### src/aatc_pkg.sv
/*
 * aatc_pkg: shared constants, states and carrier structs for the
 * acknowledged packet transaction controller.
 * Assumes a single 40 MHz clock; all times are converted to cycles here.
 */
`default_nettype none

package aatc_pkg;

    localparam int CLK_NS = 25;

    // activation hold time, least time: round up
    localparam int ACT_HOLD_NS  = 10_000;
    localparam int ACT_HOLD_CYC = (ACT_HOLD_NS + CLK_NS - 1) / CLK_NS;

    // standby_to_active_delay, least time: round up
    localparam int STBY_NS  = 130_000;
    localparam int STBY_CYC = (STBY_NS + CLK_NS - 1) / CLK_NS;

    // acknowledgement wait window, plain default
    localparam int ACK_WAIT_NS  = 250_000;
    localparam int ACK_WAIT_CYC = ACK_WAIT_NS / CLK_NS;

    localparam int PAY_W  = 32;
    localparam int TMR_W  = 16;
    localparam int ACT_W  = 9;
    localparam int RTRY_W = 4;
    localparam int PID_W  = 2;

    localparam logic [TMR_W-1:0]  TMR_RST  = 16'h0000;
    localparam logic [ACT_W-1:0]  ACT_RST  = 9'h000;
    localparam logic [RTRY_W-1:0] RTRY_RST = 4'h0;
    localparam logic [PID_W-1:0]  PID_RST  = 2'h0;
    localparam logic [1:0]        BCNT_RST = 2'h0;

    typedef enum logic [2:0] {
        S_IDLE   = 3'b000,
        S_SETTLE = 3'b001,
        S_TX     = 3'b010,
        S_AWAIT  = 3'b011,
        S_ARECV  = 3'b100,
        S_LISTEN = 3'b101,
        S_TURN   = 3'b110,
        S_ACKTX  = 3'b111
    } aatc_state_e;

    typedef struct packed {
        logic receive_data_flag;
        logic transmit_done_flag;
        logic retry_limit_flag;
    } aatc_flags_s;

    typedef struct packed {
        logic             addr_match;
        logic             done;
        logic             crc_ok;
        logic             is_ack;
        logic             has_pay;
        logic [PID_W-1:0] packet_sequence_id;
        logic [PAY_W-1:0] word;
    } aatc_rx_s;

    typedef struct packed {
        aatc_state_e       st;
        logic [TMR_W-1:0]  tmr;
        logic [ACT_W-1:0]  act_cnt;
        logic              armed;
        logic [RTRY_W-1:0] retry_counter;
        logic [PID_W-1:0]  packet_sequence_id;
        logic [PID_W-1:0]  last_pid;
        logic              pid_seen;
        logic              ackpay_pend;
        logic              ack_w_pay;
        aatc_flags_s       flags;
        logic [PAY_W-1:0]  buf0;
        logic [PAY_W-1:0]  buf1;
        logic [1:0]        bcnt;
        logic              tx_pop;
        logic              ack_pop;
    } aatc_state_s;

endpackage : aatc_pkg

`default_nettype wire

### src/aatc_ctrl.sv
/*
 * aatc_ctrl: acknowledged packet transaction sequencer, transmitter and
 * receiver role, with sticky flags and a two-entry buffer toward the cpu.
 * Assumes the modem delivers one-cycle end/done pulses synchronous to mclk_i
 * and that queues outside keep payloads until popped.
 */
`timescale 1ns/1ps
`default_nettype none

// Notes on behaviour
// - send 140 us after activation (10 us hold, then 130 us settle), end after air
// - after sending, switch to receive for ack
// - receiver flags new data, then sends ack
// - ack received: done flag, pop transmit queue
// - transmitter done flag only after ack received
// - no ack within window: resend same packet
// - address match keeps receive past window
// - ack with payload raises done and data
// - receiver ack-payload done on next new packet
// - cycle: upload, two settles, air, ack, irq
// - retry limit: flag, keep payload, await cpu
// - duplicate packet after lost ack discarded
module aatc_ctrl
    import aatc_pkg::*;
#(
    parameter int PAY_WIDTH  = PAY_W,
    parameter int SETTLE_CYC = STBY_CYC,
    parameter int WAIT_CYC   = ACK_WAIT_CYC
) (
    input  wire logic              mclk_i,                 // 40 MHz clock
    input  wire logic              sys_rst_i,              // sync reset, high
    input  wire logic              receiver_role_i,        // 1 receiver, 0 transmitter
    input  wire logic              radio_activate_i,       // radio activate bit
    input  wire logic [RTRY_W-1:0] retry_limit_setting_i,  // max retransmits
    input  wire logic              tx_q_valid_i,           // transmit queue not empty
    output logic                   tx_q_pop_o,             // drop acked packet
    input  wire logic              ack_pay_avail_i,        // ack payload queued
    output logic                   ack_pay_pop_o,          // ack payload delivered
    output logic                   air_tx_o,               // transmitter on
    output logic                   air_rx_o,               // receiver on
    output logic                   air_is_ack_o,           // frame is an ack
    output logic                   air_ack_pay_o,          // ack carries payload
    output logic [PID_W-1:0]       packet_sequence_id_o,   // id of outgoing packet
    input  wire logic              air_tx_end_i,           // time on air elapsed
    input  wire aatc_rx_s          rx_i,                   // receive side report
    output logic                   rd_valid_o,             // buffered word ready
    input  wire logic              rd_ready_i,             // cpu takes word
    output logic [PAY_W-1:0]       rd_word_o,              // buffered word
    input  wire aatc_flags_s       flag_clr_i,             // clear strobes
    output aatc_flags_s            flags_o,                // sticky flags
    output logic [RTRY_W-1:0]      retry_counter_o         // retransmits so far
);

    // timers are TMR_W wide and the buffer word is fixed by the carrier struct
    if (PAY_WIDTH != PAY_W || SETTLE_CYC < 1 || SETTLE_CYC >= 65536 ||
        WAIT_CYC < 1 || WAIT_CYC >= 65536) begin : g_bad_param
        $error("aatc_ctrl: unsupported parameter value");
    end

    localparam logic [TMR_W-1:0] SETTLE_END = TMR_W'(SETTLE_CYC - 1);
    localparam logic [TMR_W-1:0] WAIT_END   = TMR_W'(WAIT_CYC - 1);
    localparam logic [ACT_W-1:0] ACT_END    = ACT_W'(ACT_HOLD_CYC - 1);

    aatc_state_s st_r;
    aatc_state_s st_nxt;

    logic rd_pop;
    logic ack_ok;
    logic rx_dup;
    logic timeout;

    assign rd_pop  = rd_ready_i && (st_r.bcnt != BCNT_RST);
    assign ack_ok  = rx_i.done && rx_i.crc_ok && rx_i.is_ack;
    assign rx_dup  = st_r.pid_seen && (rx_i.packet_sequence_id == st_r.last_pid);
    assign timeout = (st_r.tmr == WAIT_END) && !rx_i.addr_match;

    always_comb begin
        logic       push;
        logic [PAY_W-1:0] pw;
        logic [1:0] cnt_mid;
        push    = 1'b0;
        pw      = rx_i.word;
        cnt_mid = 2'h0;
        st_nxt  = st_r;
        st_nxt.tx_pop  = 1'b0;
        st_nxt.ack_pop = 1'b0;
        st_nxt.tmr     = TMR_W'(st_r.tmr + 16'h0001);

        // clears first so that a set in the same cycle wins
        if (flag_clr_i.receive_data_flag)  st_nxt.flags.receive_data_flag  = 1'b0;
        if (flag_clr_i.transmit_done_flag) st_nxt.flags.transmit_done_flag = 1'b0;
        if (flag_clr_i.retry_limit_flag)   st_nxt.flags.retry_limit_flag   = 1'b0;

        // hold count; armed blocks relaunch until activate drops
        if (!radio_activate_i) begin
            st_nxt.act_cnt = ACT_RST;
            st_nxt.armed   = 1'b0;
        end else if (st_r.act_cnt != ACT_END) begin
            st_nxt.act_cnt = ACT_W'(st_r.act_cnt + 9'h001);
        end

        unique case (st_r.st)
            S_IDLE: begin
                if (receiver_role_i && radio_activate_i) begin
                    st_nxt.st = S_LISTEN;
                end else if (!receiver_role_i && radio_activate_i && !st_r.armed &&
                             st_r.act_cnt == ACT_END && tx_q_valid_i) begin
                    st_nxt.st    = S_SETTLE;
                    st_nxt.tmr   = TMR_RST;
                    st_nxt.armed = 1'b1;
                end
            end
            S_SETTLE: begin
                if (st_r.tmr == SETTLE_END) st_nxt.st = S_TX;
            end
            S_TX: begin
                if (air_tx_end_i) begin
                    st_nxt.st  = S_AWAIT;
                    st_nxt.tmr = TMR_RST;
                end
            end
            S_AWAIT: begin
                if (rx_i.addr_match) begin
                    st_nxt.st = S_ARECV;
                end else if (timeout) begin
                    if (st_r.retry_counter >= retry_limit_setting_i) begin
                        st_nxt.st = S_IDLE;
                        st_nxt.flags.retry_limit_flag = 1'b1;
                    end else begin
                        st_nxt.st  = S_SETTLE;
                        st_nxt.tmr = TMR_RST;
                        st_nxt.retry_counter = RTRY_W'(st_r.retry_counter + 4'h1);
                    end
                end
            end
            S_ARECV: begin
                // payload ack with full buffer counts as lost, so it comes again
                if (ack_ok && !(rx_i.has_pay && st_r.bcnt == 2'h2)) begin
                    st_nxt.st = S_IDLE;
                    st_nxt.flags.transmit_done_flag = 1'b1;
                    st_nxt.tx_pop = 1'b1;
                    st_nxt.retry_counter = RTRY_RST;
                    st_nxt.packet_sequence_id = PID_W'(st_r.packet_sequence_id + 2'h1);
                    if (rx_i.has_pay) begin
                        push = 1'b1;
                        st_nxt.flags.receive_data_flag = 1'b1;
                    end
                end else if (rx_i.done) begin
                    st_nxt.st  = S_AWAIT;
                    st_nxt.tmr = WAIT_END;
                end
            end
            S_LISTEN: begin
                if (!radio_activate_i || !receiver_role_i) begin
                    st_nxt.st = S_IDLE;
                end else if (rx_i.done && rx_i.crc_ok && !rx_i.is_ack) begin
                    if (rx_dup) begin
                        st_nxt.st  = S_TURN;
                        st_nxt.tmr = TMR_RST;
                    end else if (st_r.bcnt != 2'h2 || rd_pop) begin
                        // a full buffer refuses the packet unacked: the sender retries
                        push = 1'b1;
                        st_nxt.flags.receive_data_flag = 1'b1;
                        st_nxt.last_pid = rx_i.packet_sequence_id;
                        st_nxt.pid_seen = 1'b1;
                        st_nxt.st  = S_TURN;
                        st_nxt.tmr = TMR_RST;
                        if (st_r.ackpay_pend) begin
                            st_nxt.flags.transmit_done_flag = 1'b1;
                            st_nxt.ack_pop     = 1'b1;
                            st_nxt.ackpay_pend = 1'b0;
                        end
                    end
                end
            end
            S_TURN: begin
                if (st_r.tmr == SETTLE_END) begin
                    st_nxt.st = S_ACKTX;
                    st_nxt.ack_w_pay = ack_pay_avail_i && !st_nxt.ack_pop;
                end
            end
            S_ACKTX: begin
                if (air_tx_end_i) begin
                    st_nxt.st = S_LISTEN;
                    if (st_r.ack_w_pay) st_nxt.ackpay_pend = 1'b1;
                end
            end
        endcase

        if (!receiver_role_i && st_r.st == S_ACKTX) st_nxt.st = S_IDLE;

        // two-entry buffer: pop shifts, push lands at the tail
        cnt_mid = st_r.bcnt;
        if (rd_pop) begin
            st_nxt.buf0 = st_r.buf1;
            cnt_mid     = 2'(st_r.bcnt - 2'h1);
        end
        if (push) begin
            if (cnt_mid == 2'h0) st_nxt.buf0 = pw;
            else                 st_nxt.buf1 = pw;
            cnt_mid = 2'(cnt_mid + 2'h1);
        end
        st_nxt.bcnt = cnt_mid;
    end

    always_ff @(posedge mclk_i) begin
        if (sys_rst_i) begin
            st_r <= '{st: S_IDLE, tmr: TMR_RST, act_cnt: ACT_RST, retry_counter: RTRY_RST,
                      packet_sequence_id: PID_RST, last_pid: PID_RST, bcnt: BCNT_RST, default: '0};
        end else begin
            st_r <= st_nxt;
        end
    end

    assign tx_q_pop_o           = st_r.tx_pop;
    assign ack_pay_pop_o        = st_r.ack_pop;
    assign air_tx_o             = (st_r.st == S_TX) || (st_r.st == S_ACKTX);
    assign air_rx_o             = (st_r.st == S_AWAIT) || (st_r.st == S_ARECV) ||
                                  (st_r.st == S_LISTEN);
    assign air_is_ack_o         = (st_r.st == S_ACKTX);
    assign air_ack_pay_o        = st_r.ack_w_pay;
    assign packet_sequence_id_o = st_r.packet_sequence_id;
    assign rd_valid_o           = (st_r.bcnt != BCNT_RST);
    assign rd_word_o            = st_r.buf0;
    assign flags_o              = st_r.flags;
    assign retry_counter_o      = st_r.retry_counter;
endmodule : aatc_ctrl // aatc_ctrl

`default_nettype wire

### config.mk
export PLATFORM = sky130hd
export DESIGN_NAME = aatc_ctrl
export DESIGN_NICKNAME = d
export VERILOG_FILES = /design/src/aatc_pkg.sv /design/src/aatc_ctrl.sv
export SDC_FILE = /design/constraint.sdc
export NUM_CORES = 1
export LEC_CHECK = 0
export BUFFER_PORTS_ARGS = -buffer_cell sky130_fd_sc_hd__buf_2
export CORE_ASPECT_RATIO = 0.7
export CORE_MARGIN = 4
export CORE_UTILIZATION = 33
export DETAILED_ROUTE_END_ITERATION = 10
export PLACE_DENSITY = 0.49
export RECOVER_POWER = 100
export SLEW_MARGIN = 20
export SYNTH_ARGS = -nofsm -noshare
export SYNTH_HDL_FRONTEND = slang
export SYNTH_SLANG_ARGS = --single-unit
### constraint.sdc
create_clock -name mclk_i -period 3.5 [get_ports mclk_i]
set_input_delay 0.35 -clock mclk_i [delete_from_list [all_inputs] [get_ports mclk_i]]
set_output_delay 0.35 -clock mclk_i [all_outputs]
set_load 0.1 [all_outputs]
==> results of run 1 <==
Yosys cell counts, drive strengths merged (2+ instances only):
| master | n | area, sq um |
|---|---|---|
| nor3 | 7 | 35.0 |
| xnor2 | 10 | 87.6 |
| and4 | 2 | 17.5 |
| a211oi | 33 | 248 |
| or3 | 3 | 18.8 |
| or2 | 2 | 12.5 |
| a21o | 3 | 22.5 |
| xor2 | 14 | 123 |
| mux2i | 39 | 390 |
| dfxtp | 111 | 2220 |
| nor2b | 4 | 25.0 |
| o2111ai | 2 | 17.5 |
| nor4b | 3 | 41.3 |
| o21ai | 9 | 45.0 |
| nand2 | 87 | 327 |
| a21oi | 49 | 245 |
| nand2b | 8 | 50.1 |
| clkbuf | 17 | 63.8 |
| inv | 13 | 48.8 |
| ha | 11 | 138 |
| nor4bb | 2 | 20.0 |
| a31oi | 5 | 31.3 |
| nand3 | 16 | 80.1 |
| buf | 58 | 442 |
| nand4b | 2 | 17.5 |
| nor4 | 4 | 46.3 |
| nor2 | 85 | 319 |
| and2 | 4 | 28.8 |
| nand3b | 4 | 42.5 |
| and3 | 7 | 45.1 |
| nand4 | 5 | 31.3 |
routing by layer:
metal | vias to the layer above | share of wire, % | track usage (%)
met1 | 2036 | 51 | 20.1
met2 | 108 | 43 | 20.7
met4 | 0 | 1.1 | 3.27
met3 | 10 | 5.3 | 3.48
met5 | - | 0 | 0
li1 | 2237 | - | -
flip-flops by register name, summed over array words and instances, names as in the netlist:
signal / cells
packet_sequence_id_o: 2
ack_pay_pop_o: 1
air_ack_pay_o: 1
retry_counter_o: 4
flags_o: 3
tx_q_pop_o: 1
st_r: 67
rd_word_o: 32
worst max-delay path, delay by kind of cell, from the launching register on:
family          cells  cell delay, ns
flops               1            0.36
simple gates        5            2.24
compound gates      1            0.23
report_power, final:
part | leakage [nW] | total (mW) | internal [mW] | switching [mW]
registers | 0.895 | 1.39 | 1.31 | 0.0795
clock network | 0.146 | 1.08 | 0.571 | 0.505
logic | 1.34 | 0.702 | 0.231 | 0.472
total | 2.38 | 3.17 | 2.11 | 1.06
placed cells by master, fill, tap and decap left out, types with 7 or more instances in the layout:
| cell type | count |
|---|---|
| dfxtp_1 | 111 |
| nand2_1 | 87 |
| nor2_1 | 84 |
| buf_2 | 52 |
| clkbuf_1 | 50 |
| a21oi_1 | 49 |
| mux2i_1 | 39 |
| a211oi_1 | 33 |
| nand3_1 | 16 |
| xor2_1 | 14 |
| inv_1 | 13 |
| ha_1 | 11 |
| xnor2_1 | 10 |
| o21ai_0 | 9 |
| clkbuf_16 | 9 |
| nand2b_1 | 7 |
| nor3_1 | 7 |
final cells by class:
type | count | area, sq um | share of cell area, %
repair buffers | 106 | 475 | 7.93
inverters | 13 | 48.8 | 0.814
clock inverters | 7 | 85.1 | 1.42
multi-input cells | 439 | 2650 | 44.3
clock buffers | 9 | 225 | 3.76
flip-flops and latches | 111 | 2220 | 37.1
well taps | 225 | 282 | 4.70
cells by family after synthesis:
| group | Yosys count | share of synthesized area (%) |
|---|---|---|
| flops | 111 | 40.7 |
| fa+ha+maj | 11 | 2.52 |
| xor+xnor | 24 | 3.85 |
| simple gates | 249 | 21.9 |
| mux | 40 | 7.36 |
| compound gates | 115 | 13.5 |
| buf+inv | 88 | 10.2 |
metrics by stage:
step	hold WS (ns)	power (mW)	instance area, sq um	util [%]	std cells
after floorplan	0.436	1.98	5460	-	638
after global placement	0.441	2.13	5780	35.6	894
after detailed placement	0.447	2.14	5780	35.6	894
after CTS	0.217	3.23	6090	37.5	910
after global routing	0.231	3.33	5990	36.9	910
final	0.234	3.17	5990	36.9	910
worst paths after layout:
kind	startpoint	to	slack, ns
min	ack_pay_avail_i	air_ack_pay_o	0.23
max	st_r[103]	retry_counter_o[3]	0.58
max reg2reg	st_r[103]	retry_counter_o[3]	0.58
min reg2reg	st_r[17]	st_r[17]	0.45
==> results.sh, run 1 <==
export IMPL_async_flop_share_pct=0
export IMPL_critPathLaunchType="flip-flop"
export IMPL_drt_iter0_markers=222
export IMPL_die_y_um=116
export IMPL_drt_wl_total_mm=12.9
export IMPL_cts_path_max_buffers=2
export IMPL_max_slew_worst_pin_slew_ns=1.74
export IMPL_cp_slowest_cell="nor4_1"
export IMPL_tns_ns=0
export IMPL_netlist_area_sq_mm=0.00546
export IMPL_synth_edff_count=0
export IMPL_cp_max_fo=5
export IMPL_cts_sinks=111
export IMPL_ys_ff_latch=111
export IMPL_n_antenna_cell=0
export IMPL_period_share_pct=83.5
export IMPL_status="finished, violations left"
export IMPL_slew_headroom_pct=-16.3
export IMPL_track_usage_pct=13.8
export IMPL_io_buffers=101
export IMPL_grt_max_degree=65
export IMPL_htreeDepth=3
export IMPL_rr_worst_depth=6
export IMPL_finalSetupViolations=0
export IMPL_cts_hold_buf=0
export IMPL_cts_tree="built"
export IMPL_globalRouteOverflowTotal=0
export IMPL_post_cts_buffers=0
export IMPL_seq_area_frac_synth_pct=40.7
export IMPL_skew_ns=0.0105
export IMPL_numCtsBuffers=9
export IMPL_criticalPathCategory="flip-flop to flip-flop"
export IMPL_timing_final_crit_period_ns=2.92
export IMPL_finalHoldViolations=0
export IMPL_drt_pass1_iter_count=5
export IMPL_cp_arrival_ns=3.18
export IMPL_design_die_area_sq_mm=0.0187
export IMPL_hpwl_mm=9.46
export IMPL_max_freq_mhz=342
export IMPL_yosys_warnings=0
export IMPL_endpoint_kind="flip-flop"
export IMPL_hp_class="input pin to flip-flop"
export IMPL_vias_per_cell=4.83
export IMPL_die_w_um=162
export IMPL_wl_per_cell_um=14.2
export IMPL_start_util_pct=33.6
export IMPL_core_area_sq_mm=0.0162
export IMPL_drc=0
export IMPL_slew_violations=40
export IMPL_setup_ws_ns=0.577
export IMPL_syn_mean_instance_area_sq_um=8.55
export IMPL_synth_nets=703
export IMPL_cts_resized=0
export IMPL_cp_required_ns=3.75
export IMPL_antenna_left=0
export IMPL_min_path_cells=3
export IMPL_ir_worst_vdd_v=0.000234
export IMPL_slowest_delay_ns=0.78
export IMPL_nFillCells=1697
export IMPL_p_per_area_mw_per_mm2=529
export IMPL_drive_above_1_share_pct=12.1
export IMPL_place_ws_ns=0.823
export IMPL_cts_root_buf="clkbuf_16"
export IMPL_max_cap_viol_count=1
export IMPL_crit_chain="or4_4 -> nor4_1 -> and2_0 -> nand3b_1 -> or3_1 -> a211oi_1"
export IMPL_clk_pin_slew_worst_paths_ns=0.07
export IMPL_antenna_found_initial=0
export IMPL_clk_latency_ns=0.36
export IMPL_synthCells=638
export IMPL_rows=39
export IMPL_yosysUniqueCellTypes=60
export IMPL_grt_pass1_vias=4153
export IMPL_p_leak_nw=2.38
export IMPL_violations="capacitance limit, slew limit"
export IMPL_area_delta_synth_final_pct=9.79
export IMPL_grt_pass1_wl_mm=20.9
export IMPL_io_pins=102
export IMPL_fin_nets=745
export IMPL_place_congestion=0.831
export IMPL_synth_top_flop_cell="dfxtp_1"
export IMPL_vias=4391
export IMPL_rsz0062_at_grt="no"
Power figures use the tool's default switching activity.
==> run 2, diff against run 1 <==
Clock period 3.5 ns to 2.7 ns, I/O delays scaled along.
==> run 2 against run 1 <==
Fmax up 22%. Count of clock-buffer cells in the layout up 3. Combinational power up 42%. Non-clock buffer count up 8. Cell area up 1.9%. Global-route usage down 0.17 points. Power up 31%. Highest routed layer unchanged. Largest power group unchanged. Die area unchanged. The flow now finishes without violations. Register-to-register slack worse by 0.28 ns. Clock power up 28%. Flip-flop and latch count unchanged.
==> results.sh, run 2 (synthesis gave the netlist of run 1 again) <==
export IMPL_status="finished, final reports clean"
export IMPL_max_cap_viol_count=0
export IMPL_timing_final_crit_period_ns=2.40
export IMPL_finalHoldViolations=0
export IMPL_slowest_delay_ns=0.42
export IMPL_die_w_um=162
export IMPL_regMostFlops="st_r"
export IMPL_drive_above_1_share_pct=13.9
export IMPL_numCtsBuffers=9
export IMPL_cts_hold_buf=0
export IMPL_vias_per_cell=4.81
export IMPL_drt_wl_total_mm=12.9
export IMPL_post_cts_buffers=0
export IMPL_max_slew_worst_pin_slew_ns=1.21
export IMPL_io_pins=102
export IMPL_criticalPathCategory="flip-flop to flip-flop"
export IMPL_htreeDepth=3
export IMPL_io_buffers=101
export IMPL_n_antenna_cell=0
export IMPL_design_die_area_sq_mm=0.0187
export IMPL_endpoint_kind="flip-flop"
export IMPL_antenna_found_initial=0
export IMPL_vias=4420
export IMPL_slew_headroom_pct=19.6
export IMPL_cts_resized=0
export IMPL_cts_sinks=111
export IMPL_period_share_pct=88.9
export IMPL_start_util_pct=33.6
export IMPL_skew_ns=0.00686
export IMPL_cp_required_ns=2.94
export IMPL_place_congestion=0.818
export IMPL_hp_class="input pin to flip-flop"
export IMPL_fin_nets=753
export IMPL_layout_common_cells="dfxtp_1 (111), nand2_1 (87), nor2_1 (84)"
export IMPL_globalRouteOverflowTotal=0
export IMPL_cp_arrival_ns=2.64
export IMPL_slew_violations=0
export IMPL_grt_pass1_wl_mm=20.7
export IMPL_cts_tree="built"
export IMPL_largest_reg_flops=67
export IMPL_crit_chain="inv_1 -> ha_1 -> and2_0 -> nor4b_4 -> a32oi_2 -> nand2b_2 -> clkbuf_4 -> nor2_1 -> a211oi_1"
export IMPL_antenna_left=0
export IMPL_cts_path_max_buffers=2
export IMPL_area_delta_synth_final_pct=11.9
export IMPL_wl_per_cell_um=14.1
export IMPL_fin_area_sq_mm=0.00611
export IMPL_p_leak_nw=2.48
export IMPL_critPathLaunchType="flip-flop"
export IMPL_clk_latency_ns=0.34
export IMPL_cts_root_buf="clkbuf_16"
export IMPL_rsz0062_at_grt="no"
export IMPL_hpwl_mm=9.32
export IMPL_cp_slowest_cell="clkbuf_4"
export IMPL_ir_worst_vdd_v=0.000319
export IMPL_max_freq_mhz=417
export IMPL_cp_max_fo=40
export IMPL_track_usage_pct=13.6
export IMPL_drt_iter0_markers=210
export IMPL_finalSetupViolations=0
export IMPL_core_area_sq_mm=0.0162
export IMPL_rows=39
export IMPL_tns_ns=0
export IMPL_drc=0
export IMPL_rr_worst_depth=9
export IMPL_clk_pin_slew_worst_paths_ns=0.07
export IMPL_placed_cell_area_sq_mm=0.00586
export IMPL_grt_pass1_vias=4067
export IMPL_drt_pass1_iter_count=4
export IMPL_die_y_um=116
export IMPL_p_per_area_mw_per_mm2=677
export IMPL_min_path_cells=3
export IMPL_final_common_cell="dfxtp_1"
export IMPL_grt_max_degree=41
run 2: critical path: cells and delay by family (launching register included):
family	cells	cell delay [ns]
AND/OR/NAND/NOR	4	0.64
AO/OA/AOI/OAI	2	0.64
buffers and inverters	2	0.52
flip-flops	1	0.30
adder cells (fa/ha/maj)	1	0.19
run 2: power breakdown:
part / switching, mW / total (mW) / internal, mW
combinational: 0.679 / 1.00 / 0.324
clock: 0.608 / 1.38 / 0.776
sequential: 0.0505 / 1.75 / 1.70
run 2: metal layers:
metal / GRT usage (%) / wire (um) / vias to the layer above
li1: - / - / 2249
met1: 18.9 / 6470 / 2061
met2: 21.0 / 5570 / 95
met3: 4.02 / 730 / 15
met4: 3.49 / 171 / 0
met5: 0 / 0 / -
run 2: path summary, 6_finish.rpt:
path	start	to	slack, ns
hold / removal	rx_i[10]	st_r[14]	0.17
setup / recovery	st_r[2]	rd_word_o[14]	0.30
setup reg to reg	st_r[2]	rd_word_o[14]	0.30
hold reg to reg	st_r[21]	st_r[21]	0.46
run 2: stage by stage:
| stage | instances | hold WS, ns | utilization [%] | setup slack, ns | total power, mW |
|---|---|---|---|---|---|
| after global routing | 918 | 0.168 | 37.6 | 0.0674 | 4.35 |
| after CTS | 918 | 0.157 | 38.0 | 0.121 | 4.21 |
| after global placement | 902 | 0.440 | 36.1 | 0.188 | 2.79 |
| after floorplan | 638 | 0.406 | - | 0.261 | 2.57 |
| final | 918 | 0.171 | 37.6 | 0.299 | 4.14 |
| after detailed placement | 902 | 0.446 | 36.1 | 0.148 | 2.81 |
run 2: layout make-up:
class                      instances  area, sq um
tap                              225          282
multi-input combinational        439         2700
clock inverter                     4         52.6
timing repair buffer             114          546
clock buffer                      12          256
inverter                          13         48.8
fill                            1686        10100
sequential                       111         2220
